[config.mk]
export PLATFORM = sky130hd
export DESIGN_NAME = cid_core
export DESIGN_NICKNAME = d
export VERILOG_FILES = /design/src/hw/cid_pkg.sv /design/src/hw/cid_phase_seq.sv /design/src/hw/cid_core.sv
export SDC_FILE = /design/constraint.sdc
export NUM_CORES = 1
export LEC_CHECK = 0
export BUFFER_PORTS_ARGS = -buffer_cell sky130_fd_sc_hd__clkbuf_2
export CAP_MARGIN = 20
export CORE_MARGIN = 2
export CORE_UTILIZATION = 39
export CTS_BUF_LIST = sky130_fd_sc_hd__clkbuf_8
export CTS_CLUSTER_DIAMETER = 50
export CTS_CLUSTER_SIZE = 20
export DETAILED_ROUTE_END_ITERATION = 7
export PLACE_DENSITY = 0.55
export SLEW_MARGIN = 20
export SYNTH_ARGS = -nofsm -noshare
export SYNTH_HDL_FRONTEND = slang
export SYNTH_SLANG_ARGS = --single-unit
[constraint.sdc]
create_clock -name i_clk -period 3.1 [get_ports i_clk]
set_clock_uncertainty 0.1 [all_clocks]
set_input_delay 0.31 -clock i_clk [delete_from_list [all_inputs] [get_ports i_clk]]
set_output_delay 0.31 -clock i_clk [all_outputs]
set_load 0.005 [all_outputs]
[src/hw/cid_pkg.sv]
// Shared constants and types for the instruction decode and timing core
package cid_pkg;
   // ==========================================================
   // Widths
   localparam int INSTR_W   = 14;
   localparam int DATA_W    = 8;
   localparam int ADDR_W    = 7;
   localparam int PHASES    = 4;
   localparam int N_PTR     = 2;
   // ==========================================================
   // Field positions
   localparam int FLD_PFX_HI  = 13;
   localparam int FLD_PFX_LO  = 12;
   localparam int FLD_OP_HI   = 11;
   localparam int FLD_OP_LO   = 8;
   localparam int FLD_DEST    = 7;
   localparam int FLD_F_HI    = 6;
   localparam int FLD_BIT_HI  = 9;
   localparam int FLD_BIT_LO  = 7;
   localparam int FLD_BOP_HI  = 11;
   localparam int FLD_BOP_LO  = 10;
   localparam int FLD_PTR_N   = 2;
   localparam int FLD_PTR_DIR = 3;
   // ==========================================================
   // Prefix codes, zero-operand codes and opcode nibbles
   localparam logic [1:0] PFX_BYTE = 2'h0;
   localparam logic [1:0] PFX_BIT  = 2'h1;
   localparam logic [1:0] PFX_JUMP = 2'h2;
   localparam logic [1:0] PFX_LIT  = 2'h3;
   localparam logic [7:0] MISC_RETURN  = 8'h08;
   localparam logic [7:0] MISC_RET_INT = 8'h09;
   localparam logic [7:0] MISC_CALL_W  = 8'h0a;
   localparam logic [7:0] MISC_BR_W    = 8'h0b;
   localparam logic [3:0] MISC_PTR_HI  = 4'h1;
   localparam logic [3:0] LIT_BR_HI    = 4'h1;
   localparam logic [3:0] LIT_RET_K    = 4'h4;
   // ==========================================================
   // Bit operation codes
   localparam logic [1:0] BOP_CLR  = 2'h0;
   localparam logic [1:0] BOP_SET  = 2'h1;
   localparam logic [1:0] BOP_SKC  = 2'h2;
   localparam logic [1:0] BOP_SKS  = 2'h3;
   // ==========================================================
   // Reset values
   localparam logic [INSTR_W-1:0] INSTR_RST = 14'h0000;
   localparam logic [DATA_W-1:0]  W_RST     = 8'h00;
   localparam logic [PHASES-1:0]  PHASE_RST = 4'h1;

   typedef enum logic [1:0] {
      CID_FMT_BYTE = 2'b00,
      CID_FMT_BIT  = 2'b01,
      CID_FMT_LIT  = 2'b10
   } cid_fmt_t;

   typedef enum logic [1:0] {
      CID_ST_EXEC = 2'b00,
      CID_ST_WAIT = 2'b01,
      CID_ST_NOP  = 2'b10
   } cid_state_t;
endpackage : cid_pkg

[src/hw/cid_phase_seq.sv]
// Four-phase instruction cycle sequencer
module cid_phase_seq (
   input  wire logic                      i_clk,
   input  wire logic                      i_reset_n,
   output logic [cid_pkg::PHASES-1:0]     o_phase_en
);
   // ==========================================================
   // One-hot ring, first phase out of reset
   logic [cid_pkg::PHASES-1:0] ring_reg;

   always_ff @(posedge i_clk or negedge i_reset_n) begin
      if (!i_reset_n) begin
         ring_reg <= cid_pkg::PHASE_RST; // see [RULE_18]
      end else begin
         ring_reg <= {ring_reg[cid_pkg::PHASES-2:0],
                      ring_reg[cid_pkg::PHASES-1]}; // see [RULE_08]
      end
   end

   assign o_phase_en = ring_reg;
endmodule : cid_phase_seq

[src/hw/cid_core.sv]
// Instruction decode, execution and cycle timing core
// Function
// [RULE_01] One 14-bit word holds opcode and operands
// [RULE_02] Classify into byte, bit, literal/control
// [RULE_03] Plain instructions finish in one cycle
// [RULE_04] Calls take two instruction cycles
// [RULE_05] Returns take two instruction cycles
// [RULE_06] Jumps, branches and skips take two cycles
// [RULE_07] Indirect access to program memory adds cycle
// [RULE_08] Instruction cycle is four clock phases
// [RULE_09] File operands are read, modified, stored
// [RULE_10] Read happens even for write-only instructions
// [RULE_11] File address field spans 0x00 to 0x7F
// [RULE_12] Bit field picks one of eight bits
// [RULE_13] Destination bit: 0 to W, 1 to file
// [RULE_14] Don't-care bits never change execution
// [RULE_15] Pointer field selects pair 0 or 1
// [RULE_16] Two-bit mode selects pointer pre/post step
// [RULE_17] Second cycle of two-cycle op is idle
// [RULE_18] Reset starts at phase one, nothing pending
module cid_core (
   input  wire logic                          i_clk,
   input  wire logic                          i_reset_n,
   input  wire logic [cid_pkg::INSTR_W-1:0]   i_instr,
   input  wire logic [cid_pkg::DATA_W-1:0]    i_file_rdata,
   input  wire logic [cid_pkg::N_PTR-1:0]     i_ptr_in_prog,
   output logic                               o_instr_take,
   output logic                               o_file_rd,
   output logic                               o_file_wr,
   output logic [cid_pkg::ADDR_W-1:0]         o_file_addr,
   output logic [cid_pkg::DATA_W-1:0]         o_file_wdata,
   output logic [1:0]                         o_fmt,
   output logic                               o_flow_change,
   output logic                               o_skip,
   output logic                               o_nop_cycle,
   output logic                               o_ptr_update,
   output logic                               o_ptr_sel,
   output logic [1:0]                         o_ptr_mode,
   output logic [cid_pkg::DATA_W-1:0]         o_w,
   output logic                               o_carry,
   output logic                               o_zero
);
   // ==========================================================
   // Decode functions
   function automatic cid_pkg::cid_fmt_t fmt_of(input logic [13:0] ins);
      logic [3:0] op;
      op = ins[cid_pkg::FLD_OP_HI:cid_pkg::FLD_OP_LO];
      case (ins[cid_pkg::FLD_PFX_HI:cid_pkg::FLD_PFX_LO])
         cid_pkg::PFX_BYTE: fmt_of = (ins[11:7] == 5'h00) ? cid_pkg::CID_FMT_LIT
                                                         : cid_pkg::CID_FMT_BYTE;
         cid_pkg::PFX_BIT:  fmt_of = cid_pkg::CID_FMT_BIT;
         cid_pkg::PFX_LIT:  fmt_of = (op == 4'h5 || op == 4'h6 || op == 4'h7 ||
                                      op == 4'hb || op == 4'hd)
                                     ? cid_pkg::CID_FMT_BYTE : cid_pkg::CID_FMT_LIT;
         default:           fmt_of = cid_pkg::CID_FMT_LIT;
      endcase
   endfunction : fmt_of

   function automatic logic is_misc(input logic [13:0] ins);
      is_misc = (ins[13:7] == 7'h00);
   endfunction : is_misc

   function automatic logic is_flow(input logic [13:0] ins);
      logic [1:0] pfx;
      pfx = ins[cid_pkg::FLD_PFX_HI:cid_pkg::FLD_PFX_LO];
      is_flow = (pfx == cid_pkg::PFX_JUMP) ||
                (is_misc(ins) && (ins[7:0] == cid_pkg::MISC_RETURN ||
                                  ins[7:0] == cid_pkg::MISC_RET_INT ||
                                  ins[7:0] == cid_pkg::MISC_CALL_W ||
                                  ins[7:0] == cid_pkg::MISC_BR_W)) ||
                (pfx == cid_pkg::PFX_LIT && (ins[11:9] == cid_pkg::LIT_BR_HI[2:0] ||
                                             ins[11:8] == cid_pkg::LIT_RET_K));
   endfunction : is_flow

   function automatic logic is_call(input logic [13:0] ins);
      is_call = (ins[13:11] == 3'h4) ||
                (is_misc(ins) && ins[7:0] == cid_pkg::MISC_CALL_W);
   endfunction : is_call

   // ==========================================================
   // Phase sequencer
   logic [cid_pkg::PHASES-1:0] phase_en;
   cid_phase_seq u_seq (
      .i_clk      (i_clk),
      .i_reset_n  (i_reset_n),
      .o_phase_en (phase_en)
   );
   logic q1_en, q2_en, q3_en, q4_en;
   assign q1_en = phase_en[0];
   assign q2_en = phase_en[1];
   assign q3_en = phase_en[2];
   assign q4_en = phase_en[3];

   // ==========================================================
   // Instruction register and decoded fields
   cid_pkg::cid_state_t state_reg;
   logic [13:0]         instr_reg;
   logic [7:0]          rdata_reg;
   logic [7:0]          result_reg;
   logic [7:0]          w_reg;
   logic                c_reg;
   logic                z_reg;
   logic                c_next_reg;
   logic                skip_reg;
   logic                wr_w_reg;
   logic                wr_f_reg;

   cid_pkg::cid_fmt_t   fmt;
   logic [3:0]          opc;
   logic [1:0]          bop;
   logic [2:0]          bnum;
   logic                dest_f;
   logic                clr_w;
   logic                ptr_op;
   logic                ptr_n;
   logic                names_file;
   logic                indirect;
   logic                ind_stall;
   logic                commit;
   logic                two_cycle;
   logic [7:0]          bmask;

   assign fmt    = fmt_of(instr_reg); // see [RULE_02]
   assign opc    = instr_reg[cid_pkg::FLD_OP_HI:cid_pkg::FLD_OP_LO]; // see [RULE_01]
   assign bop    = instr_reg[cid_pkg::FLD_BOP_HI:cid_pkg::FLD_BOP_LO];
   assign bnum   = instr_reg[cid_pkg::FLD_BIT_HI:cid_pkg::FLD_BIT_LO];
   assign bmask  = 8'h01 << bnum; // see [RULE_12]
   assign dest_f = instr_reg[cid_pkg::FLD_DEST]; // see [RULE_13]
   // Clear-W ignores its seven low bits and names no file register
   assign clr_w  = (instr_reg[13:7] == 7'h02); // see [RULE_14]
   assign ptr_op = is_misc(instr_reg) && instr_reg[7:4] == cid_pkg::MISC_PTR_HI;
   assign ptr_n  = ptr_op ? instr_reg[cid_pkg::FLD_PTR_N]
                          : instr_reg[0]; // see [RULE_15]
   assign names_file = (fmt == cid_pkg::CID_FMT_BYTE && !clr_w) ||
                       (fmt == cid_pkg::CID_FMT_BIT) || ptr_op;
   assign indirect  = ptr_op || (names_file && instr_reg[6:1] == 6'h00);
   assign ind_stall = indirect && i_ptr_in_prog[ptr_n]; // see [RULE_07]
   assign commit    = q4_en && ((state_reg == cid_pkg::CID_ST_EXEC && !ind_stall) ||
                                state_reg == cid_pkg::CID_ST_WAIT);
   assign two_cycle = is_flow(instr_reg) || skip_reg; // see [RULE_04] [RULE_05] [RULE_06]

   // ==========================================================
   // Execution state
   always_ff @(posedge i_clk or negedge i_reset_n) begin
      if (!i_reset_n) begin
         state_reg <= cid_pkg::CID_ST_EXEC; // see [RULE_18]
      end else if (q4_en) begin
         case (state_reg)
            cid_pkg::CID_ST_EXEC: begin
               if (ind_stall)
                  state_reg <= cid_pkg::CID_ST_WAIT; // see [RULE_07]
               else if (two_cycle)
                  state_reg <= cid_pkg::CID_ST_NOP; // see [RULE_17]
            end
            cid_pkg::CID_ST_WAIT: begin
               state_reg <= two_cycle ? cid_pkg::CID_ST_NOP : cid_pkg::CID_ST_EXEC;
            end
            default: state_reg <= cid_pkg::CID_ST_EXEC;
         endcase
      end
   end

   always_ff @(posedge i_clk or negedge i_reset_n) begin
      if (!i_reset_n) begin
         instr_reg <= cid_pkg::INSTR_RST; // see [RULE_18]
      end else if (o_instr_take) begin
         instr_reg <= i_instr; // see [RULE_01]
      end
   end

   // Read phase, also for instructions that only write
   always_ff @(posedge i_clk or negedge i_reset_n) begin
      if (!i_reset_n) begin
         rdata_reg <= 8'h00;
      end else if (o_file_rd) begin
         rdata_reg <= i_file_rdata; // see [RULE_09] [RULE_10]
      end
   end

   // ==========================================================
   // Modify phase
   always_ff @(posedge i_clk or negedge i_reset_n) begin
      logic [8:0] sum;
      logic [7:0] f;
      logic [7:0] k;
      sum = 9'h000;
      f   = rdata_reg;
      k   = instr_reg[7:0];
      if (!i_reset_n) begin
         result_reg <= 8'h00;
         c_next_reg <= 1'b0;
         skip_reg   <= 1'b0;
         wr_w_reg   <= 1'b0;
         wr_f_reg   <= 1'b0;
      end else if (q3_en && state_reg != cid_pkg::CID_ST_NOP) begin
         result_reg <= 8'h00;
         c_next_reg <= c_reg;
         skip_reg   <= 1'b0;
         wr_w_reg   <= 1'b0;
         wr_f_reg   <= 1'b0;
         if (fmt == cid_pkg::CID_FMT_BYTE) begin
            wr_w_reg <= !dest_f; // see [RULE_13]
            wr_f_reg <= dest_f;
            case ({instr_reg[13], opc})
               5'h00: begin result_reg <= w_reg; wr_w_reg <= 1'b0; wr_f_reg <= 1'b1; end
               5'h01: result_reg <= 8'h00;
               5'h02, 5'h1b: begin
                  sum = {1'b0, f} + {1'b0, ~w_reg} +
                        {8'h00, (instr_reg[13] ? c_reg : 1'b1)};
                  result_reg <= sum[7:0];
                  c_next_reg <= sum[8];
               end
               5'h03, 5'h0b: begin
                  result_reg <= f - 8'h01;
                  skip_reg   <= (opc == 4'hb) && (f == 8'h01); // see [RULE_06]
               end
               5'h04: result_reg <= f | w_reg;
               5'h05: result_reg <= f & w_reg;
               5'h06: result_reg <= f ^ w_reg;
               5'h07, 5'h1d: begin
                  sum = {1'b0, f} + {1'b0, w_reg} +
                        {8'h00, (instr_reg[13] & c_reg)};
                  result_reg <= sum[7:0];
                  c_next_reg <= sum[8];
               end
               5'h08: result_reg <= f;
               5'h09: result_reg <= ~f;
               5'h0a, 5'h0f: begin
                  result_reg <= f + 8'h01;
                  skip_reg   <= (opc == 4'hf) && (f == 8'hff); // see [RULE_06]
               end
               5'h0c: begin result_reg <= {c_reg, f[7:1]}; c_next_reg <= f[0]; end
               5'h0d: begin result_reg <= {f[6:0], c_reg}; c_next_reg <= f[7]; end
               5'h0e: result_reg <= {f[3:0], f[7:4]};
               5'h15: begin result_reg <= {f[6:0], 1'b0}; c_next_reg <= f[7]; end
               5'h16: begin result_reg <= {1'b0, f[7:1]}; c_next_reg <= f[0]; end
               5'h17: begin result_reg <= {f[7], f[7:1]}; c_next_reg <= f[0]; end
               default: result_reg <= f;
            endcase
         end else if (fmt == cid_pkg::CID_FMT_BIT) begin
            result_reg <= (bop == cid_pkg::BOP_SET) ? (f | bmask)
                                                    : (f & ~bmask); // see [RULE_12]
            wr_f_reg   <= (bop == cid_pkg::BOP_CLR) || (bop == cid_pkg::BOP_SET);
            if (bop == cid_pkg::BOP_SKC)
               skip_reg <= ((f & bmask) == 8'h00); // see [RULE_06]
            else if (bop == cid_pkg::BOP_SKS)
               skip_reg <= ((f & bmask) != 8'h00); // see [RULE_06]
         end else if (ptr_op) begin
            result_reg <= instr_reg[cid_pkg::FLD_PTR_DIR] ? w_reg : f;
            wr_f_reg   <= instr_reg[cid_pkg::FLD_PTR_DIR];
            wr_w_reg   <= !instr_reg[cid_pkg::FLD_PTR_DIR];
         end else if (instr_reg[13:12] == cid_pkg::PFX_LIT) begin
            wr_w_reg <= 1'b1;
            case (opc)
               4'h0, cid_pkg::LIT_RET_K: result_reg <= k;
               4'h8: result_reg <= k | w_reg;
               4'h9: result_reg <= k & w_reg;
               4'ha: result_reg <= k ^ w_reg;
               4'hc: begin
                  sum = {1'b0, k} + {1'b0, ~w_reg} + 9'h001;
                  result_reg <= sum[7:0];
                  c_next_reg <= sum[8];
               end
               4'he: begin
                  sum = {1'b0, k} + {1'b0, w_reg};
                  result_reg <= sum[7:0];
                  c_next_reg <= sum[8];
               end
               default: begin result_reg <= w_reg; wr_w_reg <= 1'b0; end
            endcase
         end
      end
   end

   // ==========================================================
   // Store phase: working register and flags
   always_ff @(posedge i_clk or negedge i_reset_n) begin
      if (!i_reset_n) begin
         w_reg <= cid_pkg::W_RST;
         c_reg <= 1'b0;
         z_reg <= 1'b0;
      end else if (commit) begin
         if (wr_w_reg)
            w_reg <= result_reg; // see [RULE_09] [RULE_13]
         c_reg <= c_next_reg;
         if (wr_w_reg || wr_f_reg)
            z_reg <= (result_reg == 8'h00);
      end
   end

   // ==========================================================
   // Outputs
   assign o_instr_take  = q1_en && state_reg == cid_pkg::CID_ST_EXEC; // see [RULE_03]
   assign o_file_rd     = q2_en && names_file &&
                          state_reg != cid_pkg::CID_ST_NOP; // see [RULE_10]
   assign o_file_addr   = ptr_op ? {6'h00, ptr_n}
                                 : instr_reg[cid_pkg::FLD_F_HI:0]; // see [RULE_11]
   assign o_file_wr     = commit && wr_f_reg; // see [RULE_09]
   assign o_file_wdata  = result_reg;
   assign o_fmt         = fmt;
   assign o_flow_change = commit && is_flow(instr_reg);
   assign o_skip        = commit && skip_reg;
   assign o_nop_cycle   = (state_reg == cid_pkg::CID_ST_NOP); // see [RULE_17]
   assign o_ptr_update  = commit && ptr_op;
   assign o_ptr_sel     = ptr_n;
   assign o_ptr_mode    = instr_reg[1:0]; // see [RULE_16]
   assign o_w           = w_reg;
   assign o_carry       = c_reg;
   assign o_zero        = z_reg;

   // ==========================================================
   // Checks
   logic rd_seen_reg;
   always_ff @(posedge i_clk or negedge i_reset_n) begin
      if (!i_reset_n)
         rd_seen_reg <= 1'b0;
      else if (o_file_rd)
         rd_seen_reg <= 1'b1;
      else if (o_file_wr)
         rd_seen_reg <= 1'b0;
   end
endmodule : cid_core

==> metrics.txt, run 1 <==
Period Utilization, post-route 96.68%; Worst setup EP type primary output; worst reg2reg path depth 9; I/O pin total 63; first-pass GRT wire length 38670 µm; Final Hold Vio Count 7; Peak VDD IR 0.0001638 V; max reg flops 14; Root Driver clkbuf_8; f_max 333.7 MHz; placement-stage worst setup slack 0.02512 ns; smallest hold slack -0.005922 ns; Placed Area 6695 µm²; row count 44; grt ovf 0; Num CTS Buffers 5; Hold Crit Class primary input to asynchronous set/reset pin; clk sink count 50; post-route cell area 6812 µm²; mapped cell area 5889 µm²; Pre-Repair DR Iteration Count 6; Starting Density 40.22%; Hold-fix buffers, CTS 0; PortBufs 62; post-synthesis sequential area ratio 21.27%; Req. time, crit path 2.69 ns; multi-input logic area 4214 µm²; Core Area 14640 µm²; Die Width 126.9 µm; warnings from Yosys 0; Post-Syn Nets 837; crit path time final 2.997 ns; remaining antenna violation count after routing 0; status complete, but fails checks; Rel. slew slack 33.97%; Avg Inst Size Synth 7.801 µm²; EDFF count, synth 0; largest net degree at the start of global routing 41; DR vias 6725; Critical Path Fanout Max 28; Net count, final 918; Primary FF master, synth dfrtp_1; final wirelength 25650 µm; Synth async-reset ratio 100.0%; Sum Neg Setup Slack 0 ns; type of the worst setup path register to primary output; max cap viols 0; failing checks negative hold slack; unrepaired setup endpoints after global routing false; CTS HTree Levels 2; DRT iter0 DRCs 1104; Max Slew Vio Count 0; drt wl/cell 25.12 µm; DRC violations left 0; full die area 16100 µm²; layout filler cell count 1508; Register Area 1255 µm²; HPWL after detailed placement 19300 µm; Reg clk slew, reported paths 0.13 ns; fin worst setup slack 0.1029 ns; startpoint types register; Die H 126.9 µm; ant diodes 0; vias in the first global route 6290; Yosys cell types 80; Synth Register Bits 50; Placer Congestion 1.005; Worst-Margin Slew 0.9904 ns; Finish-stage setup viols 0; Worst-Skew Late Latency 0.37 ns; synth-to-layout area growth 15.66%; initial antenna violation count 0; Pleak 3.094 nW; vias per cell 6.587; gr usage total 31.39%; CTS tree done; Post-Syn Instances 755; deepest clock path buffer count 2; share of cells above drive strength 1 20.79%; Power Dens Cells 168.8 nW/µm²; WP data arrival 2.59 ns
==> per-layer routing <==
layer  part of all wire, %  global-route usage [%]
met4                   3.9                   12.48
met2                    42                   45.70
met1                    43                   45.00
met3                    11                   6.959
met5                     0                       0
==> worst paths after layout <==
kind	startpoint	endpoint	slack (ns)
worst max-delay path	instr_reg[8]$_DFFE_PN0P_	o_ptr_update	0.10
worst min-delay path	i_reset_n	o_file_wdata[7]$_DFFE_PN0P_	-0.006
worst max register to register	o_w[1]$_DFFE_PN0P_	o_file_wdata[7]$_DFFE_PN0P_	0.16
worst min register to register	u_seq.o_phase_en[1]$_DFF_PN0_	u_seq.o_phase_en[2]$_DFF_PN0_	0.30
max in group asynchronous	i_reset_n	instr_reg[4]$_DFFE_PN0P_	2.14
min in group i_clk	i_file_rdata[1]	rdata_reg[1]$_DFFE_PN0P_	0.03
==> cell usage after synthesis, types with 4 or more instances <==
cell / count / share of area (%)
fa_1: 6 / 2.0
a31oi_1: 8 / 0.85
nand2_1: 68 / 4.3
a221oi_1: 19 / 2.8
xnor2_1: 10 / 1.5
buf_4: 4 / 0.51
o21ai_0: 62 / 5.3
and2_1: 7 / 0.74
nand4_1: 7 / 0.74
nor3_1: 16 / 1.4
a21o_1: 7 / 0.89
mux2_4: 9 / 2.3
o31ai_1: 5 / 0.64
o2111ai_1: 5 / 0.74
or3_1: 6 / 0.64
a21oi_1: 46 / 3.9
buf_2: 14 / 1.2
nor2_1: 69 / 4.4
clkbuf_1: 32 / 2.0
nand2b_1: 6 / 0.64
buf_1: 4 / 0.25
nor4_1: 10 / 1.1
mux2_2: 4 / 0.76
o21a_1: 5 / 0.64
a211oi_1: 8 / 1.0
ha_1: 50 / 11
inv_1: 43 / 2.7
and3_1: 7 / 0.74
nand3_1: 14 / 1.2
dfrtp_1: 49 / 21
a221o_1: 4 / 0.68
o221ai_1: 8 / 1.2
nor2b_1: 14 / 1.5
a2bb2oi_1: 5 / 0.74
a32oi_1: 4 / 0.59
o32ai_1: 5 / 0.74
xor2_1: 6 / 0.89
o22ai_1: 17 / 1.8
mux2i_1: 13 / 2.2
a22oi_1: 15 / 1.9
==> where the power goes <==
| part | internal, mW | leakage (nW) | switching (mW) |
|---|---|---|---|
| Combinational | 0.0130 | 2.48 | 0.0188 |
| Sequential | 0.652 | 0.568 | 0 |
| Clock | 0.167 | 0.0491 | 0.299 |
| Total | 0.832 | 3.09 | 0.318 |
==> what timing repair did <==
item | 4_1_cts | 5_1_grt
endpoints found under the setup margin | 0 | 9
hold endpoints to repair | 0 | 0
resized for setup | 0 | 7
setup buffers | 0 | 0
==> worst max-delay path, cell delays in order, from the launching register on <==
cell       delay, ns
dfrtp_1         0.48
buf_6           0.30
nor2_2          0.15
a2111oi_4       0.47
o21ai_1         0.21
nor3_2          0.24
a21oi_2         0.12
and2_1          0.17
clkbuf_2        0.10
==> cells in the final DEF, fill, tap and decap left out, types with 9 or more instances in the layout <==
cell type,count
nor2b_1,14
dfrtp_1,47
a221oi_1,19
nor3_1,15
a21oi_1,46
nor4_1,10
nand2_1,68
o21ai_0,62
nand3_1,14
o22ai_1,17
mux2i_1,13
ha_1,50
mux2_4,9
buf_4,65
nor2_1,68
a22oi_1,15
xnor2_1,10
inv_1,43
clkbuf_2,61
==> cell families (layout without fill, tap and decap cells) <==
logic type | count (synthesis) | count (layout) | share of synthesized area [%]
compound gates | 262 | 262 | 30.59
xor+xnor | 16 | 16 | 2.379
fa+ha+maj | 56 | 56 | 12.66
buf+inv | 102 | 184 | 7.308
flops | 50 | 50 | 21.27
mux | 27 | 27 | 5.502
simple gates | 242 | 242 | 20.29
==> stage by stage <==
step	utilization (%)	instances	hold slack [ns]	total power, mW
floorplan	-	755	-0.08559	0.6664
global placement	45.72	1013	0.2794	0.6968
detailed placement	45.72	1013	0.2823	0.6979
CTS	46.37	1021	0.03197	1.171
global route	46.51	1021	0.05878	1.185
finish	46.51	1021	-0.005922	1.150
==> final cells by class <==
| type | instances | share of cell area (%) |
|---|---|---|
| inverters | 46 | 2.535 |
| flip-flops and latches | 50 | 18.42 |
| clock buffers | 5 | 1.010 |
| well taps | 184 | 3.380 |
| repair buffers | 130 | 12.40 |
| multi-input cells | 603 | 61.87 |
| clock inverters | 3 | 0.3857 |
Power figures use the tool's default switching activity.
==> run 2: changes to the inputs <==
--- a/config.mk
+++ b/config.mk
@@ -5,6 +5,7 @@
 export SDC_FILE = /design/constraint.sdc
 export NUM_CORES = 1
 export LEC_CHECK = 0
+export ABC_AREA = 1
 export BUFFER_PORTS_ARGS = -buffer_cell sky130_fd_sc_hd__clkbuf_2
 export CAP_MARGIN = 20
 export CORE_MARGIN = 2
==> metrics.txt, run 2 <==
final wirelength 26420 µm; Sum Neg Setup Slack 0 ns; DRT iter0 DRCs 963; Rel. slew slack 52.30%; synth-to-layout area growth 12.35%; placement-stage worst setup slack 0.4398 ns; Max Slew Vio Count 0; max reg flops 14; I/O pin total 63; crit-path leading delay family simple AND/OR/NAND/NOR gates; Pre-Repair DR Iteration Count 6; Starting Density 39.92%; Num CTS Buffers 5; Crit-path slowest cell dfrtp_1; deepest clock path buffer count 2; EDFF count, synth 0; row count 46; f_max 337.2 MHz; Hold Crit Class primary input to register; Power Dens Cells 154.1 nW/µm²; Avg Inst Size Synth 6.003 µm²; status completed; crit-path cells nand2_2 > inv_1 > nand2_1 > nand3_1 > nor2_1 > nor3_2 > nand2_1 > nand2_2 > nand3_1 > clkinv_2 > clkbuf_2; Placer Congestion 0.9930; remaining antenna violation count after routing 0; Die H 131.7 µm; total chip power 1.102 mW; delay of the slowest critical-path stage 0.56 ns; unrepaired setup endpoints after global routing false; count leader, synth nand2_1; clk sink count 50; DR vias 7519; Finish-stage setup viols 0; Worst-Skew Late Latency 0.33 ns; warnings from Yosys 0; Primary FF master, synth dfrtp_1; vias per cell 5.578; CP bufs+invs 3; Yosys cell types 44; most common cell after layout, fill and taps aside nand2_1; fin worst setup slack 0.1348 ns; drt wl/cell 19.60 µm; layout filler cell count 1779; largest net degree at the start of global routing 32; mapped cell area 6364 µm²; ant diodes 0; Worst setup EP type primary output; HPWL after detailed placement 20830 µm; Post-Syn Nets 1142; share of cells above drive strength 1 14.13%; first-pass GRT wire length 40420 µm; Synth async-reset ratio 100.0%; cell taking the most area after synthesis nand2_1; Worst-Margin Slew 0.7147 ns; type of the worst setup path register to primary output; Req. time, crit path 2.69 ns; Root Driver clkbuf_8; WP data arrival 2.56 ns; synth top area cells nand2_1 19%, dfrtp_1 19%, ha_1 9.8%; grt ovf 0; Post-Syn Instances 1060; post-synthesis sequential area ratio 19.68%; full die area 17350 µm²; PortBufs 62; Die Width 131.7 µm; Synth Register Bits 50; DRC violations left 0; commonest cells after routing, fill and taps aside 328 x nand2_1, 115 x inv_1, 108 x nand3_1; CTS tree done; Period Utilization, post-route 95.65%; Core Area 15940 µm²; gr usage total 30.09%; CTS HTree Levels 2; Reg clk slew, reported paths 0.11 ns; crit path time final 2.965 ns; startpoint types register; max cap viols 0; Final Hold Vio Count 0; Synth top cells by count 328 x nand2_1, 114 x inv_1, 108 x nand3_1; Peak VDD IR 0.0001650 V; vias in the first global route 6792; Critical Path Fanout Max 17; Pleak 3.662 nW; top-area cell type share of the netlist area 19.35%; Net count, final 1213; initial antenna violation count 0
## run 2: cell types whose count changed after synthesis, moves of 13 or more
cell,delta
nand4_1,+36
nor2b_1,-14
a221oi_1,-19
nand3_1,+94
a22oi_1,-14
o21ai_0,+15
mux2i_1,-13
nor2_1,+21
inv_1,+71
nand2_1,+260
## run 2: worst paths after layout
path,from,endpoint,slack (ns),cells after the start
setup / recovery,instr_reg[11]$_DFFE_PN0P_,o_file_rd,0.13,11
hold / removal,i_instr[2],instr_reg[2]$_DFFE_PN0P_,0.08,3
setup reg to reg,instr_reg[13]$_DFFE_PN0P_,o_file_wdata[4]$_DFFE_PN0P_,0.32,18
hold reg to reg,u_seq.o_phase_en[3]$_DFF_PN0_,u_seq.o_phase_en[0]$_DFF_PN1_,0.30,0
max in group asynchronous,i_reset_n,rdata_reg[1]$_DFFE_PN0P_,1.68,3
min in group asynchronous,i_reset_n,u_seq.o_phase_en[3]$_DFF_PN0_,0.38,2
## run 2: worst min-delay path: stages
cell      delay [ns]
clkbuf_2        0.07
nand2_1         0.04
o21ai_0         0.06
## run 2: cells by family after synthesis
kind of cell	share of synthesized area (%)
flops	19.68
buf+inv	11.31
compound gates	13.43
xor+xnor	0.2753
simple gates	43.59
fa+ha+maj	11.72
## run 2: power by group
group          internal (mW)  leakage, nW  switching (mW)
Sequential             0.652        0.580               0
Clock                  0.161       0.0499           0.258
Combinational         0.0128         3.03          0.0181
Total                  0.826         3.66           0.276
## run 2: final cells by class
| class | count | area, µm² | share of cell area [%] |
|---|---|---|---|
| Clock buffer | 5 | 68.82 | 0.9625 |
| Clock inverter | 3 | 21.27 | 0.2975 |
| Inverter | 128 | 484.2 | 6.773 |
| Multi-Input combinational cell | 838 | 4392 | 61.43 |
| Sequential cell | 50 | 1255 | 17.55 |
| Tap cell | 216 | 270.3 | 3.780 |
| Timing Repair Buffer | 108 | 658.1 | 9.205 |
## run 2: metal layers
layer | wire (µm) | GRT usage, %
met5 | 0 | 0
met3 | 2352 | 3.729
met4 | 907 | 9.722
met2 | 11270 | 45.00
met1 | 11890 | 44.84
## run 2: timing repair
item                                    4_1_cts  5_1_grt
gates resized for setup                       0        2
hold buffers                                  1        0
endpoints found under the hold margin        18        0
buffers inserted                              0        0
endpoints found under the setup margin        0        5
## run 2: per-stage QoR
| step | cell area, µm² | instances | utilization, % | hold WS (ns) |
|---|---|---|---|---|
| 2_1_floorplan | 6364 | 1060 | - | -0.08559 |
| 3_3_place_gp | 7047 | 1339 | 44.20 | 0.2069 |
| 3_5_place_dp | 7047 | 1339 | 44.20 | 0.2114 |
| 4_1_cts | 7147 | 1348 | 44.83 | 0.08043 |
| 5_1_grt | 7149 | 1348 | 44.84 | 0.08912 |
| 6_report | 7149 | 1348 | 44.84 | 0.08245 |
==> run 3: changes to the inputs <==
--- a/config.mk
+++ b/config.mk
@@ -5,7 +5,6 @@
 export SDC_FILE = /design/constraint.sdc
 export NUM_CORES = 1
 export LEC_CHECK = 0
-export ABC_AREA = 1
 export BUFFER_PORTS_ARGS = -buffer_cell sky130_fd_sc_hd__clkbuf_2
 export CAP_MARGIN = 20
 export CORE_MARGIN = 2
@@ -14,7 +13,7 @@
 export CTS_CLUSTER_DIAMETER = 50
 export CTS_CLUSTER_SIZE = 20
 export DETAILED_ROUTE_END_ITERATION = 7
-export PLACE_DENSITY = 0.55
+export PLACE_DENSITY = 0.69
 export SLEW_MARGIN = 20
 export SYNTH_ARGS = -nofsm -noshare
 export SYNTH_HDL_FRONTEND = slang
==> metrics.txt, run 3 (same netlist as run 1, synthesis figures left out) <==
status completed; clk sink count 50; DRT iter0 DRCs 815; WP data arrival 2.60 ns; I/O pin total 63; PortBufs 62; number of cells on the worst hold path 3; final wirelength 23720 µm; fin worst setup slack 0.08763 ns; full die area 16100 µm²; synth-to-layout area growth 15.89%; DR vias 6552; Starting Density 40.22%; f_max 332.0 MHz; utilization after layout 46.61%; crit path time final 3.012 ns; Worst setup EP type primary output; Pre-Repair DR Iteration Count 6; Max Slew Vio Count 0; largest net degree at the start of global routing 27; DRC violations left 0; hold endpoint rdata_reg[1]$_DFFE_PN0P_; row count 44; Core Area 14640 µm²; crit-path leading delay family simple AND/OR/NAND/NOR gates; Finish-stage setup viols 0; Req. time, crit path 2.69 ns; Placed Area 6675 µm²; drt wl/cell 23.19 µm; CTS HTree Levels 2; vias in the first global route 6008; grt ovf 0; deepest clock path buffer count 2; most common cell after layout, fill and taps aside nor2_1; HPWL after detailed placement 17860 µm; Crit-path slowest cell dfrtp_1; total chip power 1.135 mW; first-pass GRT wire length 36270 µm; Period Utilization, post-route 97.17%; RR Endpoint c_next_reg$_DFFE_PN0P_; Placer Congestion 1.060; placement-stage worst setup slack 0.1927 ns; CTS tree done; vias per cell 6.405; Peak VDD IR 0.0001579 V; Hold Crit Class primary input to register; Num CTS Buffers 5; Pleak 3.103 nW; Power Dens Cells 166.3 nW/µm²; share of cells above drive strength 1 20.86%; max cap viols 0; Worst-Skew Late Latency 0.36 ns; commonest cells after routing, fill and taps aside 69 x nor2_1, 68 x nand2_1, 68 x buf_4; layout filler cell count 1499; r2r setup slk 0.18 ns; Sum Neg Setup Slack 0 ns; Final Hold Vio Count 0; Die Width 126.9 µm; ant diodes 0; Reg clk slew, reported paths 0.12 ns; initial antenna violation count 1; remaining antenna violation count after routing 0; post-route cell area 6825 µm²; startpoint types register; Net count, final 920; Rel. slew slack 44.90%; Die H 126.9 µm; type of the worst setup path register to primary output; worst hold path startpoint i_file_rdata[1]; worst reg2reg path depth 10; Root Driver clkbuf_8; CP bufs+invs 2; delay of the slowest critical-path stage 0.46 ns; gr usage total 29.35%; unrepaired setup endpoints after global routing false; r2r startpoint instr_reg[13]$_DFFE_PN0P_; max reg flops 14; Worst-Margin Slew 0.8265 ns; Critical Path Fanout Max 5; crit-path cells nor4_4 > nand4_4 > mux2i_4 > mux2_4 > a21oi_4 > buf_4 > and2_1 > clkbuf_2
run 3: cell count changes in the layout (fill, tap and decap cells not counted), moves of 15 or more:
cell / change
nand4_1: -36
a221oi_1: +19
o21ai_0: -15
buf_4: +23
nand2_1: -260
nor2_1: -21
nand3_1: -94
inv_1: -71
run 3: worst reg2reg max path, cell delays in order (launching register included):
cell,delay (ns)
dfrtp_1,0.46
nand2b_1,0.10
fa_1,0.43
fa_1,0.44
nor3b_1,0.18
nor3_2,0.25
o31a_1,0.22
nor4_1,0.05
nand4b_1,0.20
o31ai_1,0.27
o21ai_0,0.10
run 3: how the worst max path moves through the flow:
stage,from,endpoint,slack [ns],cells past startpoint
floorplan,instr_reg[13]$_DFFE_PN0P_,c_next_reg$_DFFE_PN0P_,0.003,13
global placement,o_carry$_DFFE_PN0P_,c_next_reg$_DFFE_PN0P_,0.25,10
detailed placement,instr_reg[13]$_DFFE_PN0P_,c_next_reg$_DFFE_PN0P_,0.19,10
CTS,instr_reg[8]$_DFFE_PN0P_,o_file_wr,0.009,8
global route,instr_reg[13]$_DFFE_PN0P_,o_file_wr,0.0002,8
finish,instr_reg[13]$_DFFE_PN0P_,o_skip,0.09,8
run 3: report_power, final:
part | switching, mW | internal (mW) | leakage, nW | total (mW)
Sequential | 0 | 0.652 | 0.567 | 0.652
Clock | 0.290 | 0.159 | 0.0497 | 0.449
Combinational | 0.0198 | 0.0146 | 2.49 | 0.0344
Total | 0.310 | 0.826 | 3.10 | 1.14
run 3: layout make-up:
type / count / area, µm² / area share, %
clock buffer: 5 / 68.82 / 1.008
clock inverter: 3 / 17.52 / 0.2566
inverter: 46 / 172.7 / 2.530
multi-input combinational: 603 / 4238 / 62.09
sequential: 50 / 1256 / 18.41
tap: 184 / 230.2 / 3.373
timing repair buffer: 132 / 842.1 / 12.34
run 3: per-layer routing:
metal	routed length [µm]	vias up	part of all wire, %	GRT usage, %
met5	12	-	0.051	0
met4	930	2	3.9	11.44
met2	9948	444	42	42.16
met1	10150	3080	43	42.00
li1	-	2952	-	-
met3	2678	74	11	7.550
run 3: timing repair:
| item | 4_1_cts | 5_1_grt |
|---|---|---|
| gates resized for setup | 1 | 8 |
| buffers inserted | 1 | 1 |
| hold buffers | 1 | 0 |
| setup endpoints to repair | 2 | 3 |
| pin swaps | 1 | 3 |
| endpoints found under the hold margin | 17 | 0 |
run 3: stage by stage:
stage	cells	hold slack (ns)
3_5_place_dp	1012	0.1877
3_3_place_gp	1012	0.1942
5_1_grt	1023	0.05743
6_report	1023	0.04296
4_1_cts	1022	0.04272
2_1_floorplan	755	-0.08559
